### src/hw/sio_pkg.sv
// Purpose: constants and types shared by the safe i/o monitor
// Assumes: 50 MHz clock, classic wishbone with 32-bit data
// Notes:   every offset is a byte address, one aligned word each
package sio_pkg;

  // clock and discrepancy timing
  localparam int CLK_HZ          = 50_000_000;
  localparam int DISC_TIME_MS    = 100;
  localparam int DISC_CYCLES_DEF = DISC_TIME_MS * (CLK_HZ / 1000);
  localparam int CNT_W           = 23;

  // register byte offsets
  localparam logic [7:0] OFS_SEL0    = 8'h00; // trigger select, output 1
  localparam logic [7:0] OFS_SEL1    = 8'h04;
  localparam logic [7:0] OFS_SEL2    = 8'h08;
  localparam logic [7:0] OFS_SEL3    = 8'h0C;
  localparam logic [7:0] OFS_CTRL    = 8'h10;
  localparam logic [7:0] OFS_IN_STS  = 8'h14;
  localparam logic [7:0] OFS_OUT_STS = 8'h18;
  localparam logic [7:0] OFS_FLT_STS = 8'h1C;

  // control word fields
  localparam int CTRL_DIN_EN  = 0; // dual input mode
  localparam int CTRL_DOUT_EN = 1; // dual output mode
  localparam int CTRL_FLT_CLR = 2; // write one to clear the fault

  // status word fields
  localparam int STS_DUAL_LVL = 4;
  localparam int STS_DUAL_BAD = 5;
  localparam int FLT_FAULT    = 0;
  localparam int FLT_SAFE     = 1;

  // trigger selector codes and reset values
  localparam logic [7:0] SEL_OFF    = 8'h00;
  localparam logic [7:0] SEL_ALWAYS = 8'hFF;
  localparam logic [3:0][7:0] SEL_RST = {8'hFF, 8'h00, 8'hFF, 8'hFF};
  localparam logic       DIN_EN_RST  = 1'b1;
  localparam logic       DOUT_EN_RST = 1'b0;

  // discrepancy monitor states
  typedef enum logic [2:0] {
    MON_AGREE  = 3'b001,
    MON_DIFFER = 3'b010,
    MON_FAULT  = 3'b100
  } sio_mon_t;

  // whole state of the monitor
  typedef struct packed {
    logic             ack;
    logic [31:0]      dat;
    logic [3:0][7:0]  sel;
    logic             din_en;
    logic             dout_en;
    logic [3:0]       sync1;
    logic [3:0]       sync2;
    logic [3:0]       in_lvl;
    logic             din_lvl;
    logic             din_bad;
    logic [CNT_W-1:0] cnt;
    sio_mon_t         mon;
    logic             fault;
    logic [3:0]       outs;
  } sio_state_t;

endpackage

### src/hw/sio_monitor.sv
// Purpose: safe input pairing, discrepancy watch and safe output drive
// Assumes: trigger sources arrive on clk_i, safe inputs are raw pins
// Notes:   registers on classic wishbone, ack one cycle after strobe
//
// What this block does
// dual input of inputs 1 and 2 reads 0 when both low, 1 when both high.
// a disagreeing pair reads as an i/o failure instead of a level.
// in dual mode a mismatch held over 100 ms raises an i/o failure fault.
// raising that fault puts the drive into its safe state.
// four single safe inputs are each readable as 0 or 1.
// in dual output mode outputs one and two are driven as one output.
// the dual output reads 0 when both low, 1 when both high, else undefined.
// four single safe outputs are each readable as the driven level.
// each trigger selector is 8-bit read/write, resetting to on, on, off, on.
// in single mode each output follows its source, 0x00 off, 0xFF on.
// the mismatch timer restarts from zero whenever the pair agrees again.
`timescale 1ns/1ps
`default_nettype none

module sio_monitor
  import sio_pkg::*;
#(
  parameter int DISC_CYCLES = DISC_CYCLES_DEF
) (
  input  wire logic         clk_i,
  input  wire logic         rst_i,
  input  wire logic         wb_cyc_i,
  input  wire logic         wb_stb_i,
  input  wire logic         wb_we_i,
  input  wire logic [7:0]   wb_adr_i,
  input  wire logic [3:0]   wb_sel_i,
  input  wire logic [31:0]  wb_dat_i,
  output logic      [31:0]  wb_dat_o,
  output logic              wb_ack_o,
  input  wire logic [3:0]   safe_input_i,
  input  wire logic [255:0] trigger_src_i,
  output logic      [3:0]   safe_output_o,
  output logic              io_fault_o,
  output logic              safe_state_o
);

  sio_state_t r_reg;
  sio_state_t r_next;

  logic wr_hit;
  logic rd_hit;
  logic pair_differ;

  // selector decode: off, always on, or the chosen safety function
  function automatic logic sel_drive(input logic [7:0]   code,
                                     input logic [255:0] src);
    if (code == SEL_OFF) begin
      return 1'b0;
    end else if (code == SEL_ALWAYS) begin
      return 1'b1;
    end
    return src[code];
  endfunction

  // bus access qualifiers; ack drops the cycle after it was given
  assign wr_hit      = wb_cyc_i && wb_stb_i && !r_reg.ack && wb_we_i;
  assign rd_hit      = wb_cyc_i && wb_stb_i && !r_reg.ack && !wb_we_i;
  assign pair_differ = r_reg.sync2[0] != r_reg.sync2[1];

  // next state of the whole block
  always_comb begin
    r_next     = r_reg;
    r_next.ack = wb_cyc_i && wb_stb_i && !r_reg.ack;

    // two flops on the raw pins before any logic looks at them
    r_next.sync1 = safe_input_i;
    r_next.sync2 = r_reg.sync1;

    // single input levels
    r_next.in_lvl = r_reg.sync2;
    // dual level only meaningful when the pair agrees
    r_next.din_lvl = r_reg.sync2[0] && !pair_differ;
    // disagreement reported as failure, not as a level
    r_next.din_bad = pair_differ;

    // register writes, low byte lane carries every field
    if (wr_hit && wb_sel_i[0]) begin
      case (wb_adr_i)
        // selectors are plain read/write bytes
        OFS_SEL0: r_next.sel[0] = wb_dat_i[7:0];
        OFS_SEL1: r_next.sel[1] = wb_dat_i[7:0];
        OFS_SEL2: r_next.sel[2] = wb_dat_i[7:0];
        OFS_SEL3: r_next.sel[3] = wb_dat_i[7:0];
        OFS_CTRL: begin
          r_next.din_en  = wb_dat_i[CTRL_DIN_EN];
          r_next.dout_en = wb_dat_i[CTRL_DOUT_EN];
        end
        default: ;
      endcase
    end

    // discrepancy monitor
    case (r_reg.mon)
      MON_AGREE: begin
        r_next.cnt = '0;
        if (r_reg.din_en && pair_differ) begin
          r_next.mon = MON_DIFFER;
        end
      end
      MON_DIFFER: begin
        if (!r_reg.din_en || !pair_differ) begin
          // agreement restarts the timer
          r_next.cnt = '0;
          r_next.mon = MON_AGREE;
        end else if (r_reg.cnt >= CNT_W'(DISC_CYCLES)) begin
          // mismatch outlasted the limit
          r_next.mon   = MON_FAULT;
          r_next.fault = 1'b1;
        end else begin
          r_next.cnt = r_reg.cnt + CNT_W'(1);
        end
      end
      MON_FAULT: begin
        r_next.cnt = '0;
        // clear only once the pair agrees, so a live fault wins
        if (wr_hit && wb_sel_i[0] && wb_adr_i == OFS_CTRL &&
            wb_dat_i[CTRL_FLT_CLR] && !pair_differ) begin
          r_next.fault = 1'b0;
          r_next.mon   = MON_AGREE;
        end
      end
      default: begin
        r_next.mon   = MON_FAULT;
        r_next.fault = 1'b1;
      end
    endcase

    // each output follows its own selector
    for (int i = 0; i < 4; i++) begin
      r_next.outs[i] = sel_drive(r_reg.sel[i], trigger_src_i);
    end
    // paired outputs share the first selector
    if (r_reg.dout_en) begin
      r_next.outs[1] = r_next.outs[0];
    end
    // safe state de-energises every output
    if (r_reg.fault) begin
      r_next.outs = '0;
    end

    // read mux, unmapped words read zero
    r_next.dat = '0;
    if (rd_hit) begin
      case (wb_adr_i)
        OFS_SEL0:    r_next.dat[7:0] = r_reg.sel[0];
        OFS_SEL1:    r_next.dat[7:0] = r_reg.sel[1];
        OFS_SEL2:    r_next.dat[7:0] = r_reg.sel[2];
        OFS_SEL3:    r_next.dat[7:0] = r_reg.sel[3];
        OFS_CTRL: begin
          r_next.dat[CTRL_DIN_EN]  = r_reg.din_en;
          r_next.dat[CTRL_DOUT_EN] = r_reg.dout_en;
        end
        OFS_IN_STS: begin
          r_next.dat[3:0]          = r_reg.in_lvl;
          r_next.dat[STS_DUAL_LVL] = r_reg.din_lvl;
          r_next.dat[STS_DUAL_BAD] = r_reg.din_bad;
        end
        OFS_OUT_STS: begin
          // levels as driven on the pins
          r_next.dat[3:0]          = r_reg.outs;
          // dual level high only when both high
          r_next.dat[STS_DUAL_LVL] = r_reg.outs[0] && r_reg.outs[1];
          r_next.dat[STS_DUAL_BAD] = r_reg.outs[0] != r_reg.outs[1];
        end
        OFS_FLT_STS: begin
          r_next.dat[FLT_FAULT] = r_reg.fault;
          r_next.dat[FLT_SAFE]  = r_reg.fault;
        end
        default: ;
      endcase
    end
  end

  // single register stage; reset values are constants only
  always_ff @(posedge clk_i) begin
    if (rst_i) begin
      r_reg         <= '0;
      r_reg.sel     <= SEL_RST; // selector reset values
      r_reg.din_en  <= DIN_EN_RST;
      r_reg.dout_en <= DOUT_EN_RST;
      r_reg.mon     <= MON_AGREE;
    end else begin
      r_reg <= r_next;
    end
  end

  // outputs straight from the state register
  assign wb_ack_o      = r_reg.ack;
  assign wb_dat_o      = r_reg.dat;
  assign safe_output_o = r_reg.outs;
  assign io_fault_o    = r_reg.fault;
  assign safe_state_o  = r_reg.fault;

  // checks on the design's own behaviour
  dual_level_a: assert property (
    @(posedge clk_i) disable iff (rst_i)
    $past(r_reg.sync2[1:0]) == 2'b11 |-> r_reg.din_lvl)
    else $error("dual input not high with both inputs high");

  dual_fail_a: assert property (
    @(posedge clk_i) disable iff (rst_i)
    (r_reg.sync2[0] != r_reg.sync2[1]) |=> r_reg.din_bad && !r_reg.din_lvl)
    else $error("pair mismatch not reported as failure");

  disc_timeout_a: assert property (
    @(posedge clk_i) disable iff (rst_i)
    r_reg.mon == MON_DIFFER && r_reg.din_en && pair_differ &&
    r_reg.cnt >= CNT_W'(DISC_CYCLES) |=> r_reg.fault)
    else $error("discrepancy fault missing after timeout");

  no_early_a: assert property (
    @(posedge clk_i) disable iff (rst_i)
    $rose(r_reg.fault) |-> $past(r_reg.cnt) >= CNT_W'(DISC_CYCLES))
    else $error("discrepancy fault raised too early");

  safe_state_a: assert property (
    @(posedge clk_i) disable iff (rst_i)
    r_reg.fault |-> safe_state_o ##1 safe_output_o == 4'h0)
    else $error("fault did not force safe state");

  single_in_a: assert property (
    @(posedge clk_i) disable iff (rst_i)
    ##1 r_reg.in_lvl == $past(r_reg.sync2))
    else $error("single input level stale");

  dual_out_a: assert property (
    @(posedge clk_i) disable iff (rst_i)
    r_reg.dout_en ##1 r_reg.dout_en |-> safe_output_o[1] == safe_output_o[0])
    else $error("paired outputs differ");

  out_read_a: assert property (
    @(posedge clk_i) disable iff (rst_i)
    rd_hit && wb_adr_i == OFS_OUT_STS |=> wb_ack_o &&
    wb_dat_o[3:0] == $past(r_reg.outs) &&
    wb_dat_o[STS_DUAL_LVL] == &$past(r_reg.outs[1:0]))
    else $error("output status read wrong");

  sel_reset_a: assert property (
    @(posedge clk_i)
    $past(rst_i) |-> r_reg.sel == SEL_RST)
    else $error("selector reset value wrong");

  sel_off_a: assert property (
    @(posedge clk_i) disable iff (rst_i)
    r_reg.sel[2] == SEL_OFF |=> !safe_output_o[2])
    else $error("output driven with selector off");

  sel_on_a: assert property (
    @(posedge clk_i) disable iff (rst_i)
    r_reg.sel[3] == SEL_ALWAYS && !r_reg.fault |=> safe_output_o[3])
    else $error("always-on output not driven");

  timer_restart_a: assert property (
    @(posedge clk_i) disable iff (rst_i)
    r_reg.mon == MON_DIFFER && !pair_differ |=> r_reg.cnt == '0)
    else $error("discrepancy timer not restarted");

  ack_pulse_a: assert property (
    @(posedge clk_i) disable iff (rst_i)
    wb_ack_o |=> !wb_ack_o)
    else $error("ack held for more than one cycle");

  // discrepancy side: set wins, bounded count, idle in single mode
  fault_hold_a: assert property (
    @(posedge clk_i) disable iff (rst_i)
    r_reg.fault && pair_differ |=> r_reg.fault)
    else $error("fault cleared while the pair still differs");

  cnt_bound_a: assert property (
    @(posedge clk_i) disable iff (rst_i)
    r_reg.cnt <= CNT_W'(DISC_CYCLES))
    else $error("discrepancy count ran past its limit");

  disc_idle_a: assert property (
    @(posedge clk_i) disable iff (rst_i)
    !r_reg.din_en && r_reg.mon != MON_FAULT |=> r_reg.mon == MON_AGREE)
    else $error("discrepancy timer ran in single input mode");

  dual_low_a: assert property (
    @(posedge clk_i) disable iff (rst_i)
    $past(r_reg.sync2[1:0]) == 2'b00 |-> !r_reg.din_lvl && !r_reg.din_bad)
    else $error("dual input not low with both inputs low");

  in_read_a: assert property (
    @(posedge clk_i) disable iff (rst_i)
    rd_hit && wb_adr_i == OFS_IN_STS |=> wb_ack_o &&
    wb_dat_o[3:0] == $past(r_reg.in_lvl) &&
    wb_dat_o[STS_DUAL_BAD] == $past(r_reg.din_bad))
    else $error("input status read wrong");

  out_pair_a: assert property (
    @(posedge clk_i) disable iff (rst_i)
    rd_hit && wb_adr_i == OFS_OUT_STS |=>
    wb_dat_o[STS_DUAL_BAD] == ^$past(r_reg.outs[1:0]))
    else $error("output pair mismatch bit wrong");

  sel_write_a: assert property (
    @(posedge clk_i) disable iff (rst_i)
    wr_hit && wb_sel_i[0] && wb_adr_i == OFS_SEL2 |=>
    r_reg.sel[2] == $past(wb_dat_i[7:0]))
    else $error("selector write not stored");

  src_follow_a: assert property (
    @(posedge clk_i) disable iff (rst_i)
    r_reg.sel[2] != SEL_OFF && r_reg.sel[2] != SEL_ALWAYS &&
    !r_reg.fault |=>
    safe_output_o[2] == $past(trigger_src_i[r_reg.sel[2]]))
    else $error("output not following its selected source");

  // bus timing the master leans on; data is zero between answers
  bus_answer_a: assert property (
    @(posedge clk_i) disable iff (rst_i)
    wb_cyc_i && wb_stb_i && !wb_ack_o |=> wb_ack_o)
    else $error("bus request not acknowledged next cycle");

  dat_idle_a: assert property (
    @(posedge clk_i) disable iff (rst_i)
    !wb_ack_o |-> wb_dat_o == 32'h0)
    else $error("read data not zero outside an answer");

  fault_seen_c: cover property (
    @(posedge clk_i) disable iff (rst_i) $rose(r_reg.fault));

  mismatch_heal_c: cover property (
    @(posedge clk_i) disable iff (rst_i)
    r_reg.mon == MON_DIFFER ##1 r_reg.mon == MON_AGREE);

  fault_clear_c: cover property (
    @(posedge clk_i) disable iff (rst_i) $fell(r_reg.fault));

  dual_out_c: cover property (
    @(posedge clk_i) disable iff (rst_i)
    r_reg.dout_en && safe_output_o[1:0] == 2'b11);

  timer_full_c: cover property (
    @(posedge clk_i) disable iff (rst_i)
    r_reg.mon == MON_DIFFER && r_reg.cnt == CNT_W'(DISC_CYCLES));

endmodule // sio_monitor

`default_nettype wire

### config.mk
export PLATFORM = sky130hd
export DESIGN_NAME = sio_monitor
export DESIGN_NICKNAME = d
export VERILOG_FILES = /design/src/hw/sio_pkg.sv /design/src/hw/sio_monitor.sv
export SDC_FILE = /design/constraint.sdc
export NUM_CORES = 1
export LEC_CHECK = 0
export CORE_MARGIN = 5
export CORE_UTILIZATION = 40
export CTS_CLUSTER_DIAMETER = 120
export DETAILED_ROUTE_END_ITERATION = 7
export DONT_BUFFER_PORTS = 1
export GPL_ROUTABILITY_DRIVEN = 1
export GPL_TIMING_DRIVEN = 0
export PLACE_DENSITY = 0.54
export REMOVE_ABC_BUFFERS = 1
export SLEW_MARGIN = 0
export SYNTH_ARGS = -nofsm -noshare
export SYNTH_HDL_FRONTEND = slang
export SYNTH_SLANG_ARGS = --single-unit
export TNS_END_PERCENT = 100
### constraint.sdc
create_clock -name clk_i -period 4 [get_ports clk_i]
set_input_delay 1 -clock clk_i [delete_from_list [all_inputs] [get_ports clk_i]]
set_output_delay 1 -clock clk_i [all_outputs]
set_load 0.01 [all_outputs]
==> run metrics, run 1 <==
Slew HR 18.6%; Die ar. 35,300 um^2; Max Buffers Root-to-Sink 2; ys async rst share 0%; worst-path fanout max 20; largest area contributor in the netlist mux4_2; Clk pin slew, worst setup/hold paths 0.07 ns; Post-synth EDFFs 0; Initial DRC Count 1,134; Synth warnings 0; final setup fails 0; number of max-cap violations 0; clock sinks 88; RePlAce Congestion 0.902; H-tree depth 3; pwr dens 173 nW/um^2; Resize count post-CTS 0; Static Leak 4.59 nW; die extent in x 188 um; measured slew at the worst slew-check pin 1.22 ns; Placed Cells 1,412; top cells by area, synth mux4_2, dfxtp_1, mux2i_1; RSZ-0062 raised after global routing false; Initial Utilization 40.4%; Synth Flop Type dfxtp_1; CTS tree yes; Synth cell types 64; CTS buffer count 9; vias in the first global route 10,600; CP endpoint kind flop; Synth top area share 46.8%; final period utilization 94.5%; initial antenna violation count 0; Synth Cell Area 12,700 um^2; largest net degree at the start of global routing 54; routed length per placed instance 33.5 um; CP required 4.28 ns; Routed WL 47,800 um; most frequent cell after synthesis mux4_2; # port buffers 0; clock skew 0.00689 ns; Antenna diodes 0; total gr overflow 0; post-synthesis cell count 1,131; Cell Chain, Critical Path clkinv_1, mux2i_1, a31oi_1, nand4_1, a311oi_1, a31oi_1, a311oi_1, a32o_1; DRC 0; Final Hold Fails 0; Largest stage delay, worst path 0.99 ns; gr usage total 26.5%; layout cells sized above 1 31.4%; Commonest cells post-synth mux4_2, mux2i_1, dfxtp_1; fin. max-slew vios 0; FP Rows 65; total number of vias 10,400; Hold WS 0.443 ns; setup bufs post-CTS 0; area grow syn2layout 2.29%; Vias/cell 7.29; min Tclk post-route 3.78 ns; DP HPWL 35,300 um; outcome finished clean; Max Freq 265 MHz; final core occ 41.3%; core area 31,400 um^2; drt pass-1 iters 5; Hold-fix buffers, CTS 0; post-layout power 0.00225 W; CP arrival 4.06 ns; Setup crit start kind flop; post-route ant nets 0; CTS root buffer clkbuf_16; post-synthesis sequential area ratio 13.9%; slowest CP cell dfxtp_1; Mean Syn Cell Area 11.2 um^2; clk_lat worst skew 0.35 ns; VDD IR max 0.000228 V; #FFs+latches synth 88; I/O pin total 348; Die Span Y 188 um; first-pass GRT wire length 71,400 um; Setup Crit Path Kind reg2reg; hold crit path type reg2reg; fin cells 1,428; Nets 1,334; Largest register FFs 66
==> metal layers <==
| metal | track usage [%] | share of wire [%] | up-vias |
|---|---|---|---|
| met3 | 8.47 | 10 | 66 |
| li1 | - | - | 4391 |
| met4 | 6.13 | 2.2 | 0 |
| met2 | 44.5 | 50 | 570 |
| met1 | 33.5 | 38 | 5390 |
| met5 | 0 | 0 | - |
==> critical path: cells and delay by family (launching register included) <==
family                 cells  cell delay, ns
multiplexers               1            0.28
AND/OR/NAND/NOR            1            0.19
AO/OA/AOI/OAI              5            1.46
buffers and inverters      1            0.78
flip-flops                 1            0.99
==> kinds of logic (layout without fill, tap and decap cells) <==
| kind of cell | count (synthesis) | count (layout) | share of synthesized area [%] |
|---|---|---|---|
| AO/OA/AOI/OAI | 190 | 190 | 10.7 |
| multiplexers | 366 | 366 | 55.2 |
| AND/OR/NAND/NOR | 293 | 293 | 11.4 |
| buffers and inverters | 177 | 49 | 7.54 |
| XOR/XNOR | 12 | 12 | 0.830 |
| other | 1 | 24 | 0.0296 |
| adder cells (fa/ha/maj) | 4 | 4 | 0.395 |
| flip-flops | 88 | 88 | 13.9 |
==> final cells by class <==
class	count	area [um^2]
timing repair buffer	8	220
multi-input combinational	889	10000
clock buffer	10	250
clock inverter	6	47.5
fill	3002	18400
sequential	88	1800
tap	402	503
inverter	25	93.8
==> metrics by stage <==
stage | worst slack, ns | instance area, um^2 | setup TNS, ns
3_5_place_dp | 0.0818 | 12700 | 0
4_1_cts | 0.0653 | 13000 | 0
6_report | 0.220 | 13000 | 0
3_3_place_gp | -2.59 | 12400 | -12.45
5_1_grt | 0.148 | 13000 | 0
2_1_floorplan | -0.698 | 11900 | -2.02
==> layout by cell type (no fill, tap or decap), types with 6 or more instances in the layout <==
| cell type | netlist | routed |
|---|---|---|
| dfxtp_4 | 0 | 8 |
| a22o_1 | 8 | 8 |
| nor2_1 | 72 | 72 |
| a21oi_1 | 21 | 21 |
| mux2i_1 | 89 | 89 |
| or3_1 | 6 | 6 |
| nand2b_1 | 13 | 13 |
| a221oi_1 | 7 | 7 |
| mux4_2 | 263 | 263 |
| o211ai_1 | 13 | 13 |
| nor3_1 | 9 | 8 |
| nor4_1 | 9 | 9 |
| inv_1 | 24 | 24 |
| nand3_1 | 38 | 38 |
| nand2_1 | 72 | 72 |
| a22oi_1 | 29 | 29 |
| nand4_1 | 12 | 12 |
| mux2_2 | 13 | 13 |
| a211oi_1 | 32 | 32 |
| nor2b_1 | 34 | 33 |
| xnor2_1 | 12 | 12 |
| dfxtp_1 | 88 | 75 |
| o22ai_1 | 14 | 14 |
| clkbuf_16 | 0 | 10 |
| conb_1 | 1 | 24 |
| buf_16 | 0 | 8 |
| a31oi_1 | 10 | 10 |
| o21ai_0 | 19 | 19 |
==> path summary, 6_finish.rpt <==
kind	start	to	slack, ns	cells after the start
min	r_next[35]	r_reg[35]	0.44	1
max	r_reg[50]	safe_output_o[1]	0.22	8
max reg2reg	r_reg[50]	safe_output_o[1]	0.22	8
min reg2reg	r_next[35]	r_reg[35]	0.44	1
==> power by group <==
part           total (W)  internal (W)  switching (W)
Sequential      0.000928      0.000891      0.0000365
Clock           0.000845      0.000465       0.000380
Combinational   0.000474      0.000290       0.000184
Total            0.00225       0.00165       0.000600
No activity file was read; power rests on OpenSTA's default activity.
==> run 2: changes to the inputs <==
--- a/config.mk
+++ b/config.mk
@@ -14,3 +14,3 @@
 export GPL_TIMING_DRIVEN = 0
-export PLACE_DENSITY = 0.54
+export PLACE_DENSITY = 0.56
 export REMOVE_ABC_BUFFERS = 1
==> constraint.sdc (replaced) <==
create_clock -name clk_i -period 3.1 [get_ports clk_i]
set_input_delay 0.775 -clock clk_i [delete_from_list [all_inputs] [get_ports clk_i]]
set_output_delay 0.775 -clock clk_i [all_outputs]
set_load 0.05 [all_outputs]
==> run 2 against run 1 <==
  * The flow now finishes with violations (setup timing)
  * Hold slack lost 0.0054 ns
  * Count of clock-buffer cells in the layout unchanged
  * Clock power rose by 22%
  * Sequential share of layout area shrank 0.21 points
  * Highest routed layer unchanged
==> run metrics, run 2 (synthesized netlist as in run 1, its figures left out) <==
outcome finished with violations (was finished clean); failing checks setup timing; DRC 0 (unchanged); worst-path fanout max 30 (was 20); final setup fails 1 (was 0); I/O pin total 348 (unchanged); worst r2r src r_reg[49] (was r_reg[50]); slowest CP cell dfxtp_4 (was dfxtp_1); CTS root buffer clkbuf_16 (unchanged); final instance area 13,200 um^2 (was 13,000 um^2); Post-DP Area 12,600 um^2 (was 12,700 um^2); Fill cells 3,022 (was 3,002); Setup crit start kind flop (unchanged); # port buffers 0 (unchanged); Routed WL 50,100 um (was 47,800 um); core area 31,400 um^2 (unchanged); HP Start r_next[35] (unchanged); delay-heaviest family, CP compound AO/OA/AOI/OAI gates (unchanged); hold crit path type reg2reg (unchanged); Place WS -0.658 ns (was 0.0818 ns); Initial Utilization 40.4% (unchanged); final setup margin -0.0474 ns (was 0.220 ns); H-tree depth 3 (unchanged); CP endpoint kind flop (unchanged); FP Rows 65 (unchanged); Final Hold Fails 0 (unchanged); Setup Crit Path Kind reg2reg (unchanged); worst hold endpoint r_reg[35] (unchanged); first-pass GRT wire length 72,500 um (was 71,400 um); clock skew 0.00735 ns (was 0.00689 ns); Max Buffers Root-to-Sink 2 (unchanged); Nets 1,353 (was 1,334); initial antenna violation count 0 (unchanged); number of max-cap violations 0 (unchanged); CP required 3.39 ns (was 4.28 ns); vias in the first global route 10,500 (was 10,600); Initial DRC Count 1,263 (was 1,134); Vias/cell 7.40 (was 7.29); layout cells sized above 1 33.6% (was 31.4%); gr usage total 27.1% (was 26.5%); routed length per placed instance 34.6 um (was 33.5 um); Max Freq 318 MHz (was 265 MHz); area grow syn2layout 4.25% (was 2.29%); total gr overflow 0 (unchanged); Clk pin slew, worst setup/hold paths 0.07 ns (about the same); CP arrival 3.43 ns (was 4.06 ns); clock sinks 88 (unchanged); Slew HR 14.7% (was 18.6%); r2r setup slk -0.05 ns (was 0.22 ns); die extent in x 188 um (unchanged); DP HPWL 35,800 um (was 35,300 um); register area 1800 um^2 (about the same); RSZ-0062 raised after global routing true (was false); R2R depth 8 (unchanged); Die Span Y 188 um (unchanged); measured slew at the worst slew-check pin 1.28 ns (was 1.22 ns); total number of vias 10,700 (was 10,400); commonest non-fill, non-tap cell in the layout mux4_2 (unchanged); commonest non-fill, non-tap cells in the layout mux4_2, mux2i_1, dfxtp_1 (unchanged); CTS tree yes (unchanged); Die ar. 35,300 um^2 (unchanged); final period utilization 102% (was 94.5%); Static Leak 4.74 nW (was 4.59 nW); worst path bufs/invs 1 (unchanged); final core occ 42.1% (was 41.3%); RePlAce Congestion 0.868 (was 0.902); pwr dens 222 nW/um^2 (was 173 nW/um^2); largest net degree at the start of global routing 52 (was 54); setup_tns -0.0474 ns (was 0 ns); min Tclk post-route 3.15 ns (was 3.78 ns); VDD IR max 0.000248 V (was 0.000228 V); Cell Chain, Critical Path inv_1, mux2i_1, o221ai_1, nor4_2, a311oi_1, a31oi_1, a311oi_2, a32o_2 (was clkinv_1, mux2i_1, a31oi_1, nand4_1, a311oi_1, a31oi_1, a311oi_1, a32o_1); CTS buffer count 9 (unchanged); area of the multi-input gates 10,100 um^2 (was 10,000 um^2); Largest stage delay, worst path 0.69 ns (was 0.99 ns); fin. max-slew vios 0 (unchanged); hold path depth 1 (unchanged); clk_lat worst skew 0.35 ns (about the same); Worst R2R End safe_output_o[1] (unchanged); post-route ant nets 0 (unchanged); drt pass-1 iters 5 (unchanged); Largest register FFs 66 (unchanged)
==> run 2: cell count changes in the layout (fill, tap and decap cells not counted), sizes merged <==
cell,change
buf,+18
clkinv,+2
clkinvlp,-2
clkbuf,+1
diode,+1
==> run 2: worst register-to-register path, stage by stage (launching register included) <==
cell      delay (ns)
dfxtp_4         0.69
inv_1           0.48
mux2i_1         0.26
o221ai_1        0.39
nor4_2          0.12
a311oi_1        0.34
a31oi_1         0.10
a311oi_2        0.46
a32o_2          0.23
==> run 2: final cells by class <==
cell class              instances  share of cell area (%)
diodes                          1                  0.0190
clock buffers                  10                    1.73
clock inverters                 6                   0.322
inverters                      25                   0.720
multi-input cells             889                    76.3
flip-flops and latches         88                    13.7
well taps                     402                    3.81
repair buffers                 27                    3.45
==> run 2: layer usage <==
| layer | global-route usage, % | vias to the layer above | share of wire (%) |
|---|---|---|---|
| li1 | - | 4431 | - |
| met1 | 34.6 | 5447 | 36 |
| met2 | 44.2 | 747 | 48 |
| met3 | 9.53 | 88 | 12 |
| met4 | 6.95 | 0 | 3.1 |
| met5 | 0 | - | 0 |
==> run 2: timing repair <==
action                     4_1_cts  5_1_grt
gates resized for setup         11        3
setup endpoints to repair       12        4
setup buffers                    8       11
pin swaps                        1        0
hold buffers                     0        0
==> run 2: how the worst max path moves through the flow <==
stage / startpoint / endpoint / cells after the start
after floorplan: r_reg[71] / safe_output_o[3] / 7
after global placement: r_reg[55] / safe_output_o[1] / 7
after detailed placement: r_reg[50] / safe_output_o[1] / 8
after CTS: r_reg[48] / safe_output_o[1] / 9
after global routing: r_reg[49] / safe_output_o[1] / 8
final: r_reg[49] / safe_output_o[1] / 8
==> run 2: stage by stage <==
stage | total power, W | hold WS [ns] | std cells
after detailed placement | 0.00192 | 0.424 | 1412
after CTS | 0.00295 | 0.439 | 1436
after global placement | 0.00193 | 0.421 | 1404
after global routing | 0.00305 | 0.459 | 1447
after floorplan | 0.00180 | 0.414 | 1002
final | 0.00293 | 0.438 | 1448
==> run 2: report_power, final <==
group | internal (W) | switching [W] | total [W]
sequential | 0.00115 | 0.0000855 | 0.00123
combinational | 0.000377 | 0.000296 | 0.000674
clock | 0.000548 | 0.000478 | 0.00103
